File: src/include/laa_pkg.sv
package laa_pkg;
  localparam int NUM_LOC = 5;
  localparam int LOC_W = 3;
  // bit positions of the locality ownership register
  localparam int BIT_VALID = 7;
  localparam int BIT_OWNS = 5;
  localparam int BIT_LOST = 4;
  localparam int BIT_PREEMPT = 3;
  localparam int BIT_OTHER = 2;
  localparam int BIT_REQ = 1;
  localparam int BIT_EST = 0;
  localparam logic [2:0] LOC_NONE = 3'h7;
  // first timeout interval, in ns, and its cycle count at 10 MHz
  localparam int CLK_PERIOD_NS = 100;
  localparam int TIMEOUT_A_NS = 750000;
  localparam int TIMEOUT_A_CYC = TIMEOUT_A_NS / CLK_PERIOD_NS;
  // cycles the nonvolatile copy needs before it is known good
  localparam int NV_LOAD_CYC = 16;
  localparam int NV_CNT_W = 5;
  typedef enum logic [2:0] {
    NV_LOAD = 3'h1,
    NV_IDLE = 3'h2,
    NV_WRITE = 3'h4
  } laa_nv_state_type;
endpackage

File: src/include/laa_nv_if.sv
`timescale 1ns/10ps
interface laa_nv_if;
  logic clear_req;
  logic set_req;
  logic busy;
  logic known;
  logic value;
  modport ctrl(output clear_req, output set_req, input busy, input known, input value);
  modport store(input clear_req, input set_req, output busy, output known, output value);
endinterface

File: src/rtl/laa_nv_bit.sv
`timescale 1ns/10ps
module laa_nv_bit #(
  parameter int LOAD_CYC = laa_pkg::NV_LOAD_CYC
) (
  input wire logic clk,
  input wire logic reset_n,
  input wire logic nv_in,
  laa_nv_if.store nv
);
  typedef struct packed {
    laa_pkg::laa_nv_state_type st;
    logic [laa_pkg::NV_CNT_W-1:0] cnt;
    logic value;
    logic known;
    logic pend;
    logic hold;
  } laa_nv_st_type;
  laa_nv_st_type s_reg;
  laa_nv_st_type s_next;
  // models the nonvolatile cell: value loads from nv_in after reset, writes take one wait
  always_comb begin
    s_next = s_reg;
    case (s_reg.st)
      laa_pkg::NV_LOAD: begin
        // an update seen during the load outranks the old stored value
        if (nv.clear_req || nv.set_req) begin
          s_next.pend = !nv.clear_req;
          s_next.hold = 1'b1;
        end
        if (s_reg.cnt == laa_pkg::NV_CNT_W'(LOAD_CYC - 1)) begin
          s_next.value = s_next.hold ? s_next.pend : nv_in;
          s_next.known = 1'b1;
          s_next.st = laa_pkg::NV_IDLE;
        end else begin
          s_next.cnt = s_reg.cnt + 1'b1;
        end
      end
      laa_pkg::NV_IDLE: begin
        if (nv.clear_req || nv.set_req) begin
          // clear wins: a fresh hash sequence must never be hidden
          s_next.pend = !nv.clear_req;
          s_next.st = laa_pkg::NV_WRITE;
        end
      end
      laa_pkg::NV_WRITE: begin
        s_next.value = s_reg.pend;
        // a request during the write is kept, never dropped
        if (nv.clear_req || nv.set_req) begin
          s_next.pend = !nv.clear_req;
        end else begin
          s_next.st = laa_pkg::NV_IDLE;
        end
      end
      default: s_next.st = laa_pkg::NV_LOAD;
    endcase
  end
  always_ff @(posedge clk or negedge reset_n) begin
    if (!reset_n) begin
      s_reg <= '{st: laa_pkg::NV_LOAD, cnt: '0, value: 1'b0, known: 1'b0, pend: 1'b0, hold: 1'b0};
    end else begin
      s_reg <= s_next;
    end
  end
  assign nv.busy = (s_reg.st != laa_pkg::NV_IDLE);
  assign nv.known = s_reg.known;
  assign nv.value = s_reg.value;
endmodule

File: src/rtl/laa_arbiter.sv
`timescale 1ns/10ps
// How it works
// - owns bit reads one for the owner; writing one relinquishes and drops the request
// - on release the highest-numbered requesting locality is granted
// - with no owner a request is granted well inside the first timeout
// - a locality preempted while owning gets its lost-ownership flag set
// - lost flag clears on written one; zero leaves it alone
// - preempt bit is write-only and reads zero
// - preempt from a locality not above the owner is ignored
// - successful preempt strips the lower owner and stops its commands
// - preemptor becomes owner, its request drops, others keep theirs
// - preempt through locality zero is ignored
// - with preempt set, bits 5 and 1 of that write are ignored
// - bit 4 together with preempt clears lost flag and preempts
// - preempt may abort a running command; software must not rely on it
// - other-request bit reads one while any other locality requests
// - request bit reads one while pending and clears on grant
// - writing the request bit never clears it
// - established-low bit clears on hash sequence begin, reads one before
// - established-low bit lives in nonvolatile storage across resets; here it reloads from NV_STORED after reset and no port writes it back
// - restore-establishment command sets established-low bit back to one
// - accept-command is held off until the established-low bit is updated
// - valid bit waits for a known established-low value
// - non-preempt writes with more than one bit set are discarded
// - valid bit stays zero until self test and initialization finish
// - a request with no owner grants at once, else stays pending
module laa_arbiter #(
  parameter int NUM_LOC = laa_pkg::NUM_LOC,
  parameter int TIMEOUT_A_CYC = laa_pkg::TIMEOUT_A_CYC
) (
  input wire logic CLK,
  input wire logic RESET_N,
  input wire logic WR_STROBE,
  input wire logic RD_STROBE,
  input wire logic [2:0] LOCALITY,
  input wire logic [7:0] WR_DATA,
  input wire logic HASH_BEGIN,
  input wire logic RESTORE_EST,
  input wire logic INIT_DONE,
  input wire logic NV_STORED,
  input wire logic CMD_READY_REQ,
  output logic [7:0] RD_DATA,
  output logic [2:0] OWNER,
  output logic OWNER_VALID,
  output logic ACCEPT_COMMAND_OK,
  output logic ABORT,
  output logic [NUM_LOC-1:0] LOC_CMD_ENABLE
);
  typedef struct packed {
    logic [NUM_LOC-1:0] req;
    logic [NUM_LOC-1:0] lost;
    logic [2:0] owner;
    logic owner_v;
    logic [7:0] rd;
    logic ready;
    logic abort;
    logic [NUM_LOC-1:0] cmd_en;
    logic init_s1;
    logic init_s2;
    logic nv_s1;
    logic nv_s2;
  } laa_state_type;
  laa_state_type s_reg;
  laa_state_type s_next;
  laa_nv_if nv_bus();
  logic nv_clear;
  logic nv_set;

  function automatic logic one_hot_or_zero(input logic [7:0] d);
    return (d & (d - 8'h01)) == 8'h00;
  endfunction

  function automatic logic [2:0] highest(input logic [NUM_LOC-1:0] r);
    logic [2:0] h;
    h = laa_pkg::LOC_NONE;
    for (int i = 0; i < NUM_LOC; i++) begin
      if (r[i]) begin
        h = 3'(i);
      end
    end
    return h;
  endfunction

  laa_nv_bit u_nv (
    .clk(CLK),
    .reset_n(RESET_N),
    .nv_in(s_reg.nv_s2),
    .nv(nv_bus.store)
  );

  // the nonvolatile copy is cleared by RESET_N and reloads the bit from NV_STORED after every reset
  assign nv_bus.clear_req = nv_clear;
  assign nv_bus.set_req = nv_set;

  always_comb begin
    logic wr;
    logic pre;
    logic [2:0] loc;
    logic [2:0] nxt;
    logic valid;
    wr = 1'b0;
    pre = 1'b0;
    loc = LOCALITY;
    nxt = laa_pkg::LOC_NONE;
    valid = 1'b0;
    s_next = s_reg;
    s_next.init_s1 = INIT_DONE;
    s_next.init_s2 = s_reg.init_s1;
    s_next.nv_s1 = NV_STORED;
    s_next.nv_s2 = s_reg.nv_s1;
    s_next.abort = 1'b0;
    nv_clear = HASH_BEGIN;
    nv_set = RESTORE_EST && !HASH_BEGIN;
    wr = WR_STROBE && (loc < 3'(NUM_LOC));
    pre = wr && WR_DATA[laa_pkg::BIT_PREEMPT];
    if (pre) begin
      // lost flag clears alongside the preempt
      if (WR_DATA[laa_pkg::BIT_LOST]) begin
        s_next.lost[loc] = 1'b0;
      end
      // owns and request bits are ignored in a preempt write
      if (loc != 3'h0 && s_reg.owner_v && loc > s_reg.owner) begin
        s_next.lost[s_reg.owner] = 1'b1;
        s_next.owner = loc;
        s_next.req[loc] = 1'b0;
        s_next.abort = 1'b1;
      end else if (loc != 3'h0 && !s_reg.owner_v) begin
        s_next.owner = loc;
        s_next.owner_v = 1'b1;
        s_next.req[loc] = 1'b0;
      end
    end else if (wr && one_hot_or_zero(WR_DATA)) begin
      if (WR_DATA[laa_pkg::BIT_OWNS]) begin
        s_next.req[loc] = 1'b0;
        if (s_reg.owner_v && s_reg.owner == loc) begin
          s_next.owner_v = 1'b0;
        end
      end
      if (WR_DATA[laa_pkg::BIT_LOST]) begin
        s_next.lost[loc] = 1'b0;
      end
      if (WR_DATA[laa_pkg::BIT_REQ] && !(s_reg.owner_v && s_reg.owner == loc)) begin
        s_next.req[loc] = 1'b1;
      end
    end
    // grant in the cycle after release or request, far inside the timeout
    if (!s_next.owner_v) begin
      nxt = highest(s_next.req);
      if (nxt != laa_pkg::LOC_NONE) begin
        s_next.owner = nxt;
        s_next.owner_v = 1'b1;
        s_next.req[nxt] = 1'b0;
      end
    end
    for (int i = 0; i < NUM_LOC; i++) begin
      // only the owner's port executes commands
      s_next.cmd_en[i] = s_next.owner_v && s_next.owner == 3'(i);
    end
    // valid only once init is done and the stored bit is known
    valid = s_reg.init_s2 && nv_bus.known && !nv_bus.busy;
    // accept-command waits for the established-low update
    s_next.ready = CMD_READY_REQ && valid && !HASH_BEGIN && !RESTORE_EST;
    s_next.rd = 8'h00;
    if (RD_STROBE && loc < 3'(NUM_LOC)) begin
      s_next.rd[laa_pkg::BIT_VALID] = valid;
      s_next.rd[laa_pkg::BIT_OWNS] = s_reg.owner_v && s_reg.owner == loc;
      s_next.rd[laa_pkg::BIT_LOST] = s_reg.lost[loc];
      s_next.rd[laa_pkg::BIT_PREEMPT] = 1'b0;
      s_next.rd[laa_pkg::BIT_OTHER] = |(s_reg.req & ~(NUM_LOC'(1) << loc));
      s_next.rd[laa_pkg::BIT_REQ] = s_reg.req[loc];
      // never a one until the stored value is known
      s_next.rd[laa_pkg::BIT_EST] = nv_bus.known && nv_bus.value;
    end
  end

  always_ff @(posedge CLK or negedge RESET_N) begin
    if (!RESET_N) begin
      s_reg <= '0;
    end else begin
      s_reg <= s_next;
    end
  end

  assign RD_DATA = s_reg.rd;
  assign OWNER = s_reg.owner;
  assign OWNER_VALID = s_reg.owner_v;
  assign ACCEPT_COMMAND_OK = s_reg.ready;
  assign ABORT = s_reg.abort;
  assign LOC_CMD_ENABLE = s_reg.cmd_en;
endmodule

File: config.mk
export PLATFORM = sky130hd
export DESIGN_NAME = laa_arbiter
export DESIGN_NICKNAME = d
export VERILOG_FILES = /design/src/include/laa_pkg.sv /design/src/include/laa_nv_if.sv /design/src/rtl/laa_nv_bit.sv /design/src/rtl/laa_arbiter.sv
export SDC_FILE = /design/constraint.sdc
export NUM_CORES = 1
export LEC_CHECK = 0
export BUFFER_PORTS_ARGS = -buffer_cell sky130_fd_sc_hd__buf_2
export CAP_MARGIN = 20
export CORE_UTILIZATION = 25
export CTS_CLUSTER_SIZE = 40
export DETAILED_ROUTE_END_ITERATION = 16
export PLACE_DENSITY = 0.43
export SKIP_CTS_REPAIR_TIMING = 1
export SLEW_MARGIN = 10
export SYNTH_ARGS = -nofsm -noshare
export SYNTH_HDL_FRONTEND = slang
export SYNTH_SLANG_ARGS = --single-unit
File: constraint.sdc
create_clock -name CLK -period 2.81 [get_ports CLK]
set_input_delay 0.562 -clock CLK [delete_from_list [all_inputs] [get_ports CLK]]
set_output_delay 0.562 -clock CLK [all_outputs]
set_load 0.01 [all_outputs]
==> results of run 1 <==
[area by class of cell]
cell class	instances	area, um^2
Fill cell	1078	6570
Clock inverter	2	12.5
Clock buffer	6	72.6
Inverter	8	30.0
Timing Repair Buffer	73	462
Sequential cell	43	1080
Tap cell	133	166
Multi-Input combinational cell	187	1340
[routing by layer]
metal  GRT usage, %  vias to the layer above  routed length [um]
met5              0                        -                   0
met2           21.0                       42                2930
li1               -                     1040                   -
met4           2.31                        0                  56
met1           18.8                     1011                3140
met3           2.60                        4                 251
[path summary, 6_finish.rpt]
path,end,cells past startpoint
max in group asynchronous,u_nv.s_reg[9],2
worst min-delay path,s_next[2],1
worst max-delay path,OWNER[2],12
worst max register to register,OWNER[2],12
min in group CLK,s_reg[2],0
worst min register to register,s_reg[2],0
[report_power, final]
group / internal, mW / switching [mW] / total (mW)
Sequential: 0.761 / 0.0881 / 0.849
Combinational: 0.314 / 0.336 / 0.650
Clock: 0.174 / 0.207 / 0.381
Total: 1.25 / 0.631 / 1.88
[cells by family after synthesis]
logic type,share of synthesized area [%]
DFF,43.1
other,0.150
buffers and inverters,6.96
muxes,2.60
AOI/OAI and AO/OA,22.5
adders and majority gates,2.50
and+or+nand+nor,20.5
xor gates and xnor gates,1.75
[cell usage after synthesis (all sizes together) (3+ instances only)]
| library cell | instances | area [um^2] |
|---|---|---|
| buf | 17 | 125 |
| nand4 | 4 | 31.3 |
| a21oi | 13 | 65.1 |
| clkbuf | 5 | 18.8 |
| dfrtp | 42 | 1050 |
| nand2 | 23 | 86.3 |
| nor3 | 9 | 45.0 |
| nand2b | 4 | 25.0 |
| and3 | 3 | 23.8 |
| a31oi | 3 | 18.8 |
| o22ai | 4 | 31.3 |
| a22oi | 3 | 22.5 |
| o21a | 3 | 22.5 |
| nand3 | 9 | 45.0 |
| o21ai | 14 | 73.8 |
| o211ai | 3 | 22.5 |
| nor2b | 6 | 37.5 |
| a21o | 3 | 22.5 |
| nor2 | 26 | 97.6 |
| inv | 8 | 30.0 |
| xnor2 | 4 | 35.0 |
| ha | 5 | 62.6 |
| and2 | 4 | 25.0 |
[worst max-delay path, stage by stage, from the launching register on]
cell and delay (ps):
dfrtp_1 370, inv_1 90, ha_1 320, nand4_1 210, and2_4 220, buf_4 130
and3_1 150, buf_4 140, buf_4 130, o41ai_4 440, o211ai_1 220, inv_2 130
buf_4 110
[stage by stage]
step / worst slack [ps] / setup TNS [ps] / util [%] / power, mW / hold slack, ps
finish: 88.4 / 0 / 32.5 / 1.88 / 217
global route: -11.9 / -31.0 / 32.5 / 2.04 / 247
CTS: -17.9 / -17.9 / 31.5 / 1.87 / 232
detailed placement: -192 / -833 / 30.6 / 1.48 / 337
global placement: -204 / -867 / 30.6 / 1.47 / 332
floorplan: 153 / 0 / - / 1.29 / 266
==> metrics.csv, run 1 <==
stage,metric,value,unit
run_status,status,completed,
global_route,largest net degree at the start of global routing,24,
sta,FMAX,367,MHz
clock_network,Root Driver,clkbuf_8,
logic_synthesis,Seq cells post-synth,43,
min_path,hold crit path type,input pin to asynchronous set/reset pin,
clock_network,TritonCTS buffer count,5,
clock_network,worst-case clock buffer depth,2,
cells_and_area,share of cells above drive strength 1,34.5,%
routing,drt drc,0,
logic_synthesis,Post-synth top flop,dfrtp_1,
sta,Slew Limit Fails,0,
logic_synthesis,Post-Synthesis Cells,259,
global_route,grt total ovfl,0,
logic_synthesis,Synth async-reset ratio,100,%
routing,Final ANT Viol Nets,0,
flow_run,max cap viols,0,
sta,endpoints failing setup,0,
power,PD cells,594,nW/um^2
routing,via count,2097,
routing,WL final,6380,um
critical_path,crit path max fanout,3,
placed_design,RD Place Congestion,0.809,
floorplan,Die ar.,10400,um^2
clock_network,"Clk Latency, worst-skew pair",290,ps
cells_and_area,Layout area overhead,26.5,%
cells_and_area,Largest register FFs,12,
floorplan,Initial Util,25.7,%
critical_path,worst r2r src,OWNER[1],
floorplan,Rows,36,
sta,Final Critical Period,2720,ps
routing,DR iter-0 viols,116,
clock_network,clock net sink count,43,
critical_path,type of origin of the critical path,flip-flop,
critical_path,CP startpoint,OWNER[1],
routing,vias per cell,4.64,
cells_and_area,fin cells,452,
placed_design,dpl cells,443,
floorplan,core area,9730,um^2
sta,fin crit share,96.9,%
logic_synthesis,Synthesis Warnings,0,
critical_path,WP data required,3050,ps
cells_and_area,"commonest non-fill, non-tap cell in the layout",dfrtp_1,
global_route,first-pass GRT wire length,10500,um
cells_and_area,"commonest cells after routing, fill and taps aside","dfrtp_1, buf_2, buf_4, nor2_1, nand2_1",
cells_and_area,final instance area,3160,um^2
clock_network,clock-pin slew on the worst setup and hold paths,80,ps
logic_synthesis,Mapped Avg Cell Area,9.65,um^2
logic_synthesis,Synth Cell Area,2500,um^2
global_route,Total GRT Usage,13.2,%
global_route,initial antenna violation count,0,
critical_path,WP data arrival,2960,ps
critical_path,Setup crit end kind,flip-flop,
sta,Fin. Hold Viols,0,
cells_and_area,# diodes,0,
clock_network,CTS tree,built,
placed_design,port bufs,36,
logic_synthesis,Synth cell types,68,
critical_path,r2r setup slk,90,ps
floorplan,IO Pins,39,
sta,Final Skew,7.77,ps
critical_path,WS Path Type,flip-flop to flip-flop,
routing,DR WL/cell,14.1,um
placed_design,Post-DP Area,2980,um^2
floorplan,Chip Width,102,um
cells_and_area,Final nets,343,
logic_synthesis,Post-synth EDFFs,0,
power,Max VDD drop,0.205,mV
logic_synthesis,sequential element share of the synthesized area,43.1,%
floorplan,die height,102,um
global_route,vias in the first global route,2084,
power,Static Leak,1.41,nW
clock_network,CTS H-tree lvls,2,
placed_design,DP HPWL,5080,um
routing,DRT Pass-1 Iters,6,
(Power assumes the default switching activity.)
==> run 2, diff against run 1 <==
--- a/config.mk
+++ b/config.mk
@@ -7,10 +7,10 @@
 export LEC_CHECK = 0
 export BUFFER_PORTS_ARGS = -buffer_cell sky130_fd_sc_hd__buf_2
 export CAP_MARGIN = 20
-export CORE_UTILIZATION = 25
+export CORE_UTILIZATION = 55
 export CTS_CLUSTER_SIZE = 40
 export DETAILED_ROUTE_END_ITERATION = 16
-export PLACE_DENSITY = 0.43
+export PLACE_DENSITY = 0.79
 export SKIP_CTS_REPAIR_TIMING = 1
 export SLEW_MARGIN = 10
 export SYNTH_ARGS = -nofsm -noshare
==> run 2 against run 1 <==
Against the previous run: total power down 0.20%; utilization up 37 points; count of clock-buffer cells in the layout did not move; register-to-register slack got worse by 20 ps; combinational power fell by 3%; critical path depth shrank 1; sequential cell count stayed put; die area fell by 54%; clock skew about the same; sequential power up 1%; critical path type unchanged; largest cell class unchanged; largest power group unchanged; highest routed layer unchanged.
==> metrics.csv, run 2 (synthesis results as in run 1) <==
stage,metric,value,unit,change
run_status,status,completed,,unchanged
cells_and_area,FILL cells,327,,was 1078
floorplan,core area,4350,um^2,was 9730 um^2
power,Comb power frac,33.7,%,was 34.6%
critical_path,type of origin of the critical path,flip-flop,,unchanged
placed_design,DP HPWL,4230,um,was 5080 um
power,Sequential Power Share,45.8,%,was 45.2%
power,Static Leak,1.38,nW,was 1.41 nW
critical_path,WP data required,2980,ps,was 3050 ps
clock_network,CTS H-tree lvls,2,,unchanged
sta,setup TNS,0,ps,unchanged
routing,via count,2201,,was 2097
routing,vias per cell,6.05,,was 4.64
clock_network,"Clk Latency, worst-skew pair",300,ps,was 290 ps
sta,fin crit share,97.7,%,was 96.9%
power,Sw Share,34.2,%,was 33.6%
power,Power Internal,1.23,mW,was 1.25 mW
critical_path,WP data arrival,2920,ps,was 2960 ps
power,Clock power frac,20.6,%,was 20.3%
placed_design,RD Place Congestion,0.928,,was 0.809
global_route,vias in the first global route,1992,,was 2084
clock_network,clock net sink count,43,,unchanged
global_route,"Most Used Layer, Global Route",met2,,unchanged
sta,Fin. Hold Viols,0,,unchanged
sta,Final Skew,7.76,ps,was 7.77 ps
critical_path,WS Path Type,flip-flop to flip-flop,,unchanged
cells_and_area,Final nets,336,,was 343
cells_and_area,# diodes,0,,unchanged
global_route,met2 Resource Use GR,39.3,%,was 21.0%
floorplan,IO Pins,39,,unchanged
power,Psw,0.642,mW,was 0.631 mW
clock_network,clock-pin slew on the worst setup and hold paths,80,ps,about the same
routing,DR WL/cell,16.3,um,was 14.1 um
flow_run,max cap viols,0,,unchanged
routing,DR iter-0 viols,184,,was 116
global_route,grt total ovfl,0,,unchanged
floorplan,Die ar.,4820,um^2,was 10400 um^2
floorplan,Initial Util,57.4,%,was 25.7%
cells_and_area,fin cells,364,,was 452
critical_path,worst-path cell chain,inv_2 -> ha_4 -> buf_4 -> nand4_1 -> o311a_4 -> a2bb2oi_4 -> o41ai_4 -> o211ai_1 -> a221oi_2 -> o22ai_2 -> nor3b_2,,was inv_1 -> ha_1 -> nand4_1 -> and2_4 -> buf_4 -> and3_1 -> buf_4 -> buf_4 -> o41ai_4 -> o211ai_1 -> inv_2 -> buf_4
clock_network,CTS tree,built,,unchanged
power,total chip power,1.88,mW,about the same
critical_path,slowest CP cell,dfrtp_1,,was o41ai_4
clock_network,Root Driver,clkbuf_8,,unchanged
global_route,largest net degree at the start of global routing,44,,was 24
global_route,initial antenna violation count,0,,unchanged
power,PD cells,624,nW/um^2,was 594 nW/um^2
routing,WL final,5940,um,was 6380 um
routing,drt drc,0,,unchanged
floorplan,die height,69.4,um,was 102 um
sta,FMAX,364,MHz,was 367 MHz
critical_path,"Largest stage delay, worst path",410,ps,was 440 ps
sta,Final Critical Period,2750,ps,was 2720 ps
global_route,M3 GR Usage,5.52,%,was 2.60%
placed_design,port bufs,36,,unchanged
power,Max VDD drop,0.380,mV,was 0.205 mV
routing,DRT Pass-1 Iters,5,,was 6
global_route,first-pass GRT wire length,9260,um,was 10500 um
cells_and_area,"commonest cells after routing, fill and taps aside","dfrtp_1, buf_2, buf_4, nor2_1, nand2_1",,unchanged
sta,Slew @ Worst Pin,915,ps,
sta,endpoints failing setup,0,,unchanged
clock_network,worst-case clock buffer depth,2,,unchanged
cells_and_area,share of cells above drive strength 1,34.0,%,was 34.5%
placed_design,dpl cells,353,,was 443
critical_path,Setup crit end kind,flip-flop,,unchanged
cells_and_area,Largest register FFs,12,,unchanged
sta,Slew Limit Fails,0,,unchanged
global_route,met1 usage,32.8,%,was 18.8%
floorplan,Rows,24,,was 36
sta,Max transition margin,39.0,%,
min_path,hold crit path type,flip-flop to flip-flop,,was input pin to asynchronous set/reset pin
critical_path,crit path max fanout,6,,was 3
floorplan,Chip Width,69.4,um,was 102 um
global_route,Total GRT Usage,24.4,%,was 13.2%
cells_and_area,"commonest non-fill, non-tap cell in the layout",dfrtp_1,,unchanged
routing,Final ANT Viol Nets,0,,unchanged
clock_network,TritonCTS buffer count,5,,unchanged
cells_and_area,Layout area overhead,20.2,%,was 26.5%
run 2: power groups by stage:
stage / Sequential [mW] / Combinational [mW] / Clock (mW)
2_1_floorplan: 0.839 / 0.449 / 0
3_3_place_gp: 0.858 / 0.560 / 0
6_report: 0.859 / 0.631 / 0.386
3_5_place_dp: 0.861 / 0.579 / 0
5_1_grt: 0.874 / 0.699 / 0.413
4_1_cts: 0.851 / 0.583 / 0.390
run 2: path summary, 6_finish.rpt:
check / start / end / slack, ps / cells past startpoint
worst min-delay path: s_next[2] / s_reg[2] / 350 / 0
max in group asynchronous: RESET_N / s_reg[29] / 1840 / 1
worst max-delay path: OWNER[2] / LOC_CMD_ENABLE[1] / 60 / 11
min in group asynchronous: RESET_N / RD_DATA[5] / 390 / 1
worst min register to register: s_next[2] / s_reg[2] / 350 / 0
worst max register to register: OWNER[2] / LOC_CMD_ENABLE[1] / 60 / 11
run 2: metal layers:
| layer | vias up | share of wire (%) |
|---|---|---|
| li1 | 1032 | - |
| met4 | 0 | 1.6 |
| met3 | 14 | 7.4 |
| met2 | 95 | 49 |
| met5 | - | 0 |
| met1 | 1060 | 42 |
run 2: critical path: cells and delay by family (launching register included):
family                     cells  cell delay [ps]
buffers and inverters          2              240
adders and majority gates      1              200
DFF                            1              410
and+or+nand+nor                2              320
AOI/OAI and AO/OA              6             1460
run 2: layout make-up:
type                       instances  area, um^2  share of cell area (%)
multi-input combinational        187        1340                    44.7
clock buffer                       6        72.6                    2.41
clock inverter                     2        12.5                   0.416
tap                               52        65.1                    2.16
timing repair buffer              66         405                    13.5
inverter                           8        30.0                   0.999
sequential                        43        1080                    35.8
run 2: stage by stage:
stage | worst slack, ps | cell area (um^2) | utilization, % | hold slack (ps)
after floorplan | 153 | 2500 | - | 266
after global placement | -21.4 | 2810 | 64.5 | 332
after detailed placement | -83.1 | 2810 | 64.5 | 336
after CTS | 90.7 | 2890 | 66.4 | 354
after global routing | -41.6 | 3010 | 69.0 | 356
final | 64.9 | 3010 | 69.0 | 352
